`src/sgcs_pkg.sv`:
```
// constants for the switch global control and status registers
package sgcs_pkg;
    localparam logic [11:0] SGCS_STATUS_OFFSET = 12'h400;
    localparam logic [11:0] SGCS_CONTROL_OFFSET = 12'h404;
    // status fields
    localparam int SGCS_ST_MODE_LSB = 0;
    localparam int SGCS_ST_MODE_MSB = 2;
    localparam int SGCS_ST_CCDS = 5;
    localparam int SGCS_ST_CCUS = 6;
    localparam int SGCS_ST_MSSLOW = 7;
    localparam int SGCS_ST_REFCLK = 8;
    localparam int SGCS_ST_HOLD = 9;
    localparam int SGCS_ST_LOCK_LSB = 20;
    localparam int SGCS_ST_LOCK_MSB = 22;
    localparam int SGCS_ST_MARK_LSB = 28;
    localparam int SGCS_ST_MARK_MSB = 31;
    // control fields
    localparam int SGCS_CT_FULL = 0;
    localparam int SGCS_CT_WARM = 1;
    localparam int SGCS_CT_HOLD = 2;
    localparam int SGCS_CT_UNLOCK = 3;
    localparam int SGCS_CT_PWR = 4;
    localparam int SGCS_CT_NOLD = 5;
    localparam int SGCS_CT_SKIPEE = 6;
    localparam int SGCS_CT_STRICT = 7;
    localparam int SGCS_CT_NOP2P = 8;
    // lock state codes
    localparam logic [2:0] SGCS_LOCK_NONE = 3'h0;
    localparam logic [2:0] SGCS_LOCK_PORT2 = 3'h2;
    localparam logic [2:0] SGCS_LOCK_PORT4 = 3'h4;
    // operating mode codes
    localparam logic [2:0] SGCS_MODE_NORMAL = 3'h0;
    localparam logic [2:0] SGCS_MODE_EEPROM = 3'h1;
    localparam logic [3:0] SGCS_MARK_RESET = 4'h0;
    localparam logic [31:0] SGCS_ZERO = 32'h0;
    typedef enum logic [1:0] {
        SGCS_TRIG_IDLE = 2'b00,
        SGCS_TRIG_WAIT = 2'b01,
        SGCS_TRIG_FIRE = 2'b10
    } sgcs_trig_t;
endpackage

```
`src/sgcs_regs.sv`:
```
// switch global control and status register bank
`timescale 1ns/1ps
module sgcs_regs
    import sgcs_pkg::*;
(
    // clock and resets
    input wire logic core_clk,
    input wire logic rst_n,
    input wire logic clk_en,
    input wire logic warm_rst,
    input wire logic reset_op,
    // strap pins
    input wire logic [2:0] operating_mode_strap,
    input wire logic common_clock_downstream_strap,
    input wire logic common_clock_upstream_strap,
    input wire logic master_serial_slow_strap,
    input wire logic reference_clock_mode_strap,
    input wire logic reset_hold_strap,
    // lock state from the port logic
    input wire logic [2:0] upstream_lock_state,
    // register access
    input wire logic reg_req,
    input wire logic reg_wr,
    input wire logic reg_eeprom,
    input wire logic [11:0] reg_addr,
    input wire logic [31:0] reg_wdata,
    output logic [31:0] reg_rdata,
    output logic reg_done,
    // completion sent for the last write
    input wire logic cpl_sent,
    // reset and policy outputs
    output logic full_reset_req,
    output logic warm_reset_req,
    output logic upstream_retrain_req,
    output logic core_hold,
    output logic write_when_unlocked,
    output logic power_value_write_enable,
    output logic no_linkdown_warm_reset,
    output logic skip_eeprom_on_warm_reset,
    output logic force_strict_ordering,
    output logic block_peer_traffic,
    output logic eeprom_init_mode
);
    logic [2:0] mode_q;
    logic [4:0] strap_q;
    logic hold_sampling;
    logic [2:0] lock_q;
    logic [3:0] marker;
    logic reset_hold;
    logic unlock;
    logic pwr_en;
    logic nold;
    logic skipee;
    logic strict;
    logic nop2p;
    logic wr_ctl;
    logic wr_sts;
    logic full_pend;
    logic warm_pend;
    sgcs_trig_t trig_state;
    logic [31:0] status_word;
    logic [31:0] control_word;
    logic [7:0] strap_pins;
    logic [7:0] strap_sync;
    logic [7:0] strap_agree;
    logic strap_settled;
    logic [2:0] mode_sync;
    logic hold_sync;
    logic [3:0] other_sync;

    assign wr_ctl = reg_req && reg_wr && (reg_addr == SGCS_CONTROL_OFFSET);
    assign wr_sts = reg_req && reg_wr && (reg_addr == SGCS_STATUS_OFFSET);

    // strap pins gathered for the synchronisers
    assign strap_pins = {operating_mode_strap, reset_hold_strap, reference_clock_mode_strap,
                         master_serial_slow_strap, common_clock_upstream_strap,
                         common_clock_downstream_strap};

    // three-flop strap synchronisers, unreset so they follow the pins during reset
    for (genvar gi = 0; gi < $bits(strap_pins); gi++) begin : g_strap_sync
        logic stage1;
        logic stage2;
        logic stage3;
        always_ff @(posedge core_clk) begin
            if (clk_en) begin
                stage1 <= strap_pins[gi];
                stage2 <= stage1;
                stage3 <= stage2;
            end
        end
        assign strap_sync[gi] = stage3;
        assign strap_agree[gi] = (stage2 == stage3); // change counts once both agree
    end

    // synchronised straps split back into fields
    assign {mode_sync, hold_sync, other_sync} = strap_sync;
    assign strap_settled = &strap_agree;

    // straps are caught on the first settled enabled edge after fundamental reset release
    always_ff @(posedge core_clk or negedge rst_n) begin
        if (!rst_n) begin
            hold_sampling <= 1'b1;
            mode_q <= SGCS_MODE_NORMAL;
            strap_q <= 5'h00;
        end else if (clk_en && hold_sampling && strap_settled) begin
            hold_sampling <= 1'b0;
            mode_q <= mode_sync;
            strap_q <= {hold_sync, other_sync};
        end
    end

    // lock state registered for a flop-sourced read
    always_ff @(posedge core_clk or negedge rst_n) begin
        if (!rst_n) begin
            lock_q <= SGCS_LOCK_NONE;
        end else if (clk_en) begin
            lock_q <= upstream_lock_state;
        end
    end

    // scratch marker, untouched by warm reset
    always_ff @(posedge core_clk or negedge rst_n) begin
        if (!rst_n) begin
            marker <= SGCS_MARK_RESET;
        end else if (clk_en && wr_sts) begin
            marker <= reg_wdata[SGCS_ST_MARK_MSB:SGCS_ST_MARK_LSB];
        end
    end

    // hold bit: strap during reset op, eeprom write otherwise frozen
    always_ff @(posedge core_clk or negedge rst_n) begin
        if (!rst_n) begin
            reset_hold <= 1'b0;
        end else if (clk_en) begin
            if (hold_sampling) begin
                reset_hold <= hold_sync;
            end else if (reset_op) begin
                reset_hold <= hold_sync;
            end else if (wr_ctl && reg_eeprom) begin
                reset_hold <= reg_wdata[SGCS_CT_HOLD];
            end
        end
    end

    // unlock bit set by each reset operation
    always_ff @(posedge core_clk or negedge rst_n) begin
        if (!rst_n) begin
            unlock <= 1'b0;
        end else if (clk_en) begin
            if (reset_op) begin
                unlock <= 1'b1;
            end else if (wr_ctl) begin
                unlock <= reg_wdata[SGCS_CT_UNLOCK];
            end
        end
    end

    // power unlock is itself write-when-unlocked
    always_ff @(posedge core_clk or negedge rst_n) begin
        if (!rst_n) begin
            pwr_en <= 1'b0;
        end else if (clk_en && wr_ctl && unlock) begin
            pwr_en <= reg_wdata[SGCS_CT_PWR];
        end
    end

    // sticky policy bits
    always_ff @(posedge core_clk or negedge rst_n) begin
        if (!rst_n) begin
            nold <= 1'b0;
            skipee <= 1'b0;
            strict <= 1'b0;
            nop2p <= 1'b0;
        end else if (clk_en && wr_ctl) begin
            nold <= reg_wdata[SGCS_CT_NOLD];
            skipee <= reg_wdata[SGCS_CT_SKIPEE];
            strict <= reg_wdata[SGCS_CT_STRICT];
            nop2p <= reg_wdata[SGCS_CT_NOP2P];
        end
    end

    // pending triggers wait for the write completion
    always_ff @(posedge core_clk or negedge rst_n) begin
        if (!rst_n) begin
            trig_state <= SGCS_TRIG_IDLE;
            full_pend <= 1'b0;
            warm_pend <= 1'b0;
        end else if (clk_en) begin
            case (trig_state)
                SGCS_TRIG_IDLE: begin
                    if (wr_ctl && (reg_wdata[SGCS_CT_FULL] || reg_wdata[SGCS_CT_WARM])) begin
                        full_pend <= reg_wdata[SGCS_CT_FULL];
                        warm_pend <= reg_wdata[SGCS_CT_WARM];
                        trig_state <= SGCS_TRIG_WAIT;
                    end
                end
                SGCS_TRIG_WAIT: begin
                    if (cpl_sent) begin
                        trig_state <= SGCS_TRIG_FIRE;
                    end
                end
                SGCS_TRIG_FIRE: begin
                    full_pend <= 1'b0;
                    warm_pend <= 1'b0;
                    trig_state <= SGCS_TRIG_IDLE;
                end
                default: begin
                    trig_state <= SGCS_TRIG_IDLE;
                end
            endcase
        end
    end

    // one-cycle reset pulses only after completion
    always_ff @(posedge core_clk or negedge rst_n) begin
        if (!rst_n) begin
            full_reset_req <= 1'b0;
            warm_reset_req <= 1'b0;
            upstream_retrain_req <= 1'b0;
        end else if (clk_en) begin
            full_reset_req <= (trig_state == SGCS_TRIG_WAIT) && cpl_sent && full_pend;
            warm_reset_req <= (trig_state == SGCS_TRIG_WAIT) && cpl_sent && warm_pend;
            upstream_retrain_req <= (trig_state == SGCS_TRIG_WAIT) && cpl_sent && warm_pend;
        end
    end

    // read words; trigger and reserved bits read zero
    always_comb begin
        status_word = SGCS_ZERO;
        status_word[SGCS_ST_MODE_MSB:SGCS_ST_MODE_LSB] = mode_q;
        status_word[SGCS_ST_HOLD:SGCS_ST_CCDS] = strap_q;
        status_word[SGCS_ST_LOCK_MSB:SGCS_ST_LOCK_LSB] = lock_q;
        status_word[SGCS_ST_MARK_MSB:SGCS_ST_MARK_LSB] = marker;
        control_word = SGCS_ZERO;
        control_word[SGCS_CT_HOLD] = reset_hold;
        control_word[SGCS_CT_UNLOCK] = unlock;
        control_word[SGCS_CT_PWR] = pwr_en;
        control_word[SGCS_CT_NOLD] = nold;
        control_word[SGCS_CT_SKIPEE] = skipee;
        control_word[SGCS_CT_STRICT] = strict;
        control_word[SGCS_CT_NOP2P] = nop2p;
    end

    // registered read data and done strobe
    always_ff @(posedge core_clk or negedge rst_n) begin
        if (!rst_n) begin
            reg_rdata <= SGCS_ZERO;
            reg_done <= 1'b0;
        end else if (clk_en) begin
            reg_done <= reg_req;
            if (reg_req && !reg_wr) begin
                if (reg_addr == SGCS_STATUS_OFFSET) begin
                    reg_rdata <= status_word;
                end else if (reg_addr == SGCS_CONTROL_OFFSET) begin
                    reg_rdata <= control_word;
                end else begin
                    reg_rdata <= SGCS_ZERO;
                end
            end
        end
    end

    // policy outputs
    assign core_hold = reset_hold;
    assign write_when_unlocked = unlock;
    assign power_value_write_enable = pwr_en;
    assign no_linkdown_warm_reset = nold;
    assign skip_eeprom_on_warm_reset = skipee;
    assign force_strict_ordering = strict;
    assign block_peer_traffic = nop2p;
    assign eeprom_init_mode = (mode_q == SGCS_MODE_EEPROM);

    // assertions
    property p_trig_after_cpl;
        @(posedge core_clk) disable iff (!rst_n)
        $rose(full_reset_req) |-> $past(cpl_sent);
    endproperty
    a_trig_after_cpl: assert property (p_trig_after_cpl)
        else $error("full reset before completion");

    property p_warm_retrain;
        @(posedge core_clk) disable iff (!rst_n)
        warm_reset_req |-> upstream_retrain_req;
    endproperty
    a_warm_retrain: assert property (p_warm_retrain)
        else $error("warm reset without retrain");

    property p_no_early_fire;
        @(posedge core_clk) disable iff (!rst_n)
        (clk_en && wr_ctl && reg_wdata[SGCS_CT_FULL] && trig_state == SGCS_TRIG_IDLE)
            |=> !full_reset_req;
    endproperty
    a_no_early_fire: assert property (p_no_early_fire)
        else $error("full reset fired with the write");

    property p_unlock_reset_op;
        @(posedge core_clk) disable iff (!rst_n)
        (clk_en && reset_op) |=> unlock;
    endproperty
    a_unlock_reset_op: assert property (p_unlock_reset_op)
        else $error("unlock not set by reset operation");

    property p_pwr_locked;
        @(posedge core_clk) disable iff (!rst_n)
        (clk_en && !unlock) |=> $stable(pwr_en);
    endproperty
    a_pwr_locked: assert property (p_pwr_locked)
        else $error("power unlock changed while locked");

    property p_hold_frozen;
        @(posedge core_clk) disable iff (!rst_n)
        (clk_en && !hold_sampling && !reset_op && !(wr_ctl && reg_eeprom)) |=> $stable(reset_hold);
    endproperty
    a_hold_frozen: assert property (p_hold_frozen)
        else $error("hold bit changed outside reset");

    property p_ctl_trig_zero;
        @(posedge core_clk) disable iff (!rst_n)
        reg_done && $past(reg_addr) == SGCS_CONTROL_OFFSET && !$past(reg_wr)
            |-> reg_rdata[SGCS_CT_WARM:SGCS_CT_FULL] == 2'b00;
    endproperty
    a_ctl_trig_zero: assert property (p_ctl_trig_zero)
        else $error("trigger bits read nonzero");

    property p_marker_kept;
        @(posedge core_clk) disable iff (!rst_n)
        (clk_en && warm_rst && !wr_sts) |=> $stable(marker);
    endproperty
    a_marker_kept: assert property (p_marker_kept)
        else $error("marker changed by warm reset");

    property p_marker_frozen;
        @(posedge core_clk) disable iff (!rst_n)
        !clk_en |=> $stable(marker);
    endproperty
    a_marker_frozen: assert property (p_marker_frozen)
        else $error("marker changed while clock enable low");

    property p_full_single;
        @(posedge core_clk) disable iff (!rst_n)
        (clk_en && full_reset_req) |=> !full_reset_req;
    endproperty
    a_full_single: assert property (p_full_single)
        else $error("full reset request longer than one cycle");
endmodule

```
`config.mk`:
```
export PLATFORM = sky130hd
export DESIGN_NAME = sgcs_regs
export DESIGN_NICKNAME = d
export VERILOG_FILES = /design/src/sgcs_pkg.sv /design/src/sgcs_regs.sv
export SDC_FILE = /design/constraint.sdc
export NUM_CORES = 1
export LEC_CHECK = 0
export ABC_CLOCK_PERIOD_IN_PS = 4700
export BUFFER_PORTS_ARGS = -buffer_cell sky130_fd_sc_hd__buf_2
export CORE_UTILIZATION = 30
export CTS_BUF_LIST = sky130_fd_sc_hd__clkbuf_2 sky130_fd_sc_hd__clkbuf_4 sky130_fd_sc_hd__clkbuf_8
export CTS_CLUSTER_DIAMETER = 80
export DETAILED_ROUTE_END_ITERATION = 7
export PLACE_DENSITY = 0.51
export REMOVE_ABC_BUFFERS = 1
export SKIP_CTS_REPAIR_TIMING = 1
export SYNTH_ARGS = -nofsm -noshare
export SYNTH_HDL_FRONTEND = slang
export SYNTH_SLANG_ARGS = --single-unit
```
`constraint.sdc`:
```
create_clock -name core_clk -period 4.7 [get_ports core_clk]
set_input_delay 0.705 -clock core_clk [delete_from_list [all_inputs] [get_ports core_clk]]
set_output_delay 0.705 -clock core_clk [all_outputs]
set_load 0.05 [all_outputs]
```
==> metrics.md <==
| Metric | Value |
|---|---|
| Clk_lat worst skew | 0.34 ns |
| DPL Wire Length | 3.90 mm |
| Vias in the first global route | 1716 |
| Proportion of synthesized area in mux cells | 11.0% |
| DRT Pass-1 Iters | 4 |
| Worst setup path class | primary input to flip-flop |
| Total power divided by cell area | 337 mW/mm^2 |
| Vias per cell | 4.42 |
| Post-route ant nets | 0 |
| Reg2Reg Setup Slack | 3.00 ns |
| Synthesis Warnings | 0 |
| Crit path DAT | 2.49 ns |
| Fin. max-slew vios | 0 |
| GP Congestion | 0.685 |
| Outcome | completed |
| Req. time, crit path | 4.93 ns |
| Multi-input gate area | 955 sq um |
| Dpl cell area | 0.00339 sq mm |
| Synthesis-to-finish area growth | 20.3% |
| CTS Buf Count | 9 |
| Hold Crit Endpoint | g_strap_sync[2].stage2 |
| Clock skew | 0.00822 ns |
| Drt initial violations | 57 |
| Clock sink count | 71 |
| Slew @ Worst Pin | 1.06 ns |
| Initial Util | 31.5% |
| Synth Area in XOR/XNOR | 2.36% |
| # DRC | 0 |
| Slew Limit Headroom | 29.1% |
| FF/Latch Area | 0.00190 sq mm |
| H-tree depth | 3 |
| Reg2reg start | g_strap_sync[7].stage3 |
| Number of synthesized flops with an enable pin | 24 |
| First-pass GRT wire length | 8.96 mm |
| Netlist Area Pre-Place | 0.00296 sq mm |
| CP most frequent cell | and4_1 |
| Layout cells sized above 1 | 41.0% |
| Post-Place Worst Slack | 2.03 ns |
| Root buffer cell | clkbuf_8 |
| Post-synthesis compound-gate area fraction | 6.71% |
| Design Area, Final | 0.00356 sq mm |
| CP Capture Type | flip-flop |
| Fmax | 441 MHz |
| Fillers | 937 |
| Hold crit path type | flip-flop to flip-flop |
| Largest net degree at the start of global routing | 48 |
| WL/cell | 13.8 um |
| Vias | 1820 |
| Final WL | 5.70 mm |
| Synth async-reset ratio | 66.2% |
| Clk slew on worst S/H paths | 0.08 ns |
| Largest family of logic cells by synthesized area | multiplexers |
| Die area | 0.0103 sq mm |
| Hold WS | 0.422 ns |
| Die W | 101 um |
| Flop and latch count out of synthesis | 71 |
| Gr usage total | 12.0% |
| # rows | 35 |
| Sequential share of the synthesized area | 64.1% |
| Worst IR Drop VDD | 0.134 mV |
| Synth Flop Type | dfrtp_1 |
| Synth Area in Adders | 0% |
| Crit share post-route | 48.2% |
| Synth unique cells | 48 |
| HP Start | g_strap_sync[2].stage1 |
| Reg2Reg Capture Point | strap_q[2] |
| CP top delay family | simple AND/OR/NAND/NOR gates |
| Leak pwr | 1.68 nW |
| Worst path cell trace | buf_2 -> buf_4 -> and4_1 -> and4_1 -> a21oi_2 -> mux2_4 |
| Core area | 0.00942 sq mm |
| Die Ht | 101 um |
| Number of I/O pins | 108 |
| CP max-delay cell | and4_1 |
| Syn_area_per_cell | 14.7 sq um |
| Commonest non-fill, non-tap cell in the layout | buf_2 |
| Hold path cells | 0 |
| Antenna violations before repair | 0 |
| Total grt overflow | 0 |
| Hold Fails Final Rpt | 0 |
| Maximum buffer depth of the clock tree | 2 |
| Worst Setup Start Kind | primary input |
| Max stage delay on crit path | 0.47 ns |
| Gate count after technology mapping | 201 |
| Buffers on Ports | 72 |
| CTS tree | yes |
| Tmin final | 2.27 ns |
| Buf/Inv on CP | 2 |
| Final nets | 342 |
| Setup TNS | 0 ns |
| Worst Reg-to-Reg Cells | 4 |
| Max-Cap Viols | 0 |
| Post-synthesis simple-gate area fraction | 10.2% |
| CP max FO | 41 |
| PnR worst setup slack | 2.43 ns |
| Final setup violation count | 0 |
| RSZ-0062 raised after global routing | no |
| # diodes | 0 |
| Commonest cells after routing, fill and taps aside | buf_2 (72), dfrtp_1 (46), edfxtp_1 (24) |
[flip-flops by register name (all words and copies together), names as in the netlist, 2 cells and up]
name,cells
strap_q,5
lock_q,3
marker,4
g_strap_sync.stage3,8
trig_state,2
mode_q,3
g_strap_sync.stage1,8
reg_rdata,17
g_strap_sync.stage2,8
[power by group]
part	total (mW)	leakage (nW)	internal, mW	switching, mW
registers	0.672	0.861	0.662	0.0101
logic	0.0995	0.739	0.0298	0.0697
clock network	0.428	0.0851	0.191	0.237
total	1.20	1.68	0.884	0.316
[worst reg2reg max path, stage by stage (launching register included)]
cell and delay, ns:
edfxtp_1 0.40, xor2_1 0.18, nor4_1 0.38, nand3_2 0.28, mux2_2 0.35
[metrics by stage]
| stage | std cells | power, mW | util [%] |
|---|---|---|---|
| after global routing | 412 | 1.26 | 37.8 |
| final | 412 | 1.20 | 37.8 |
| after global placement | 396 | 0.786 | 36.0 |
| after CTS | 412 | 1.23 | 37.8 |
| after floorplan | 194 | 0.739 | - |
| after detailed placement | 396 | 0.787 | 36.0 |
[cells by family after synthesis]
group | Yosys count
AO/OA/AOI/OAI | 26
AND/OR/NAND/NOR | 42
flip-flops | 71
multiplexers | 29
buffers and inverters | 24
other | 1
XOR/XNOR | 8
[per-layer routing]
layer,up-vias,global-route usage (%),routed length (um)
li1,861,-,-
met5,-,0,0
met1,880,16.3,2690
met4,0,5.35,64
met3,7,3.66,441
met2,72,17.7,2510
[worst max-delay path by stage]
stage | start | endpoint | slack (ns) | depth (start not counted)
floorplan | mode_q[2] | eeprom_init_mode | 2.46 | 1
global placement | clk_en | core_hold | 2.06 | 6
detailed placement | clk_en | core_hold | 2.03 | 6
CTS | clk_en | core_hold | 2.41 | 6
global route | clk_en | core_hold | 2.33 | 6
finish | clk_en | core_hold | 2.43 | 6
[final cells by class]
| cell class | count | area share (%) |
|---|---|---|
| flip-flops and latches | 71 | 53.3 |
| multi-input cells | 120 | 26.8 |
| clock inverters | 7 | 1.30 |
| repair buffers | 73 | 10.3 |
| clock buffers | 9 | 3.48 |
| inverters | 3 | 0.316 |
| well taps | 129 | 4.53 |
[cells in the mapped netlist (all sizes together) (2+ instances only)]
master | n | area (sq um)
dfrtp | 46 | 1150
edfxtp | 24 | 721
mux2 | 23 | 267
buf | 20 | 148
nand2 | 12 | 47.6
a22o | 10 | 87.6
xor2 | 7 | 61.3
mux2i | 6 | 60.1
o21ai | 6 | 30.0
nand3 | 5 | 30.0
inv | 3 | 11.3
nand2b | 3 | 18.8
nor2 | 3 | 18.8
nor3 | 3 | 31.3
a32o | 2 | 20.0
and4 | 2 | 17.5
nand4 | 2 | 12.5
nor4 | 2 | 27.5
o211ai | 2 | 15.0
o22ai | 2 | 12.5
or3 | 2 | 12.5
No activity file was read; power rests on OpenSTA's default activity.
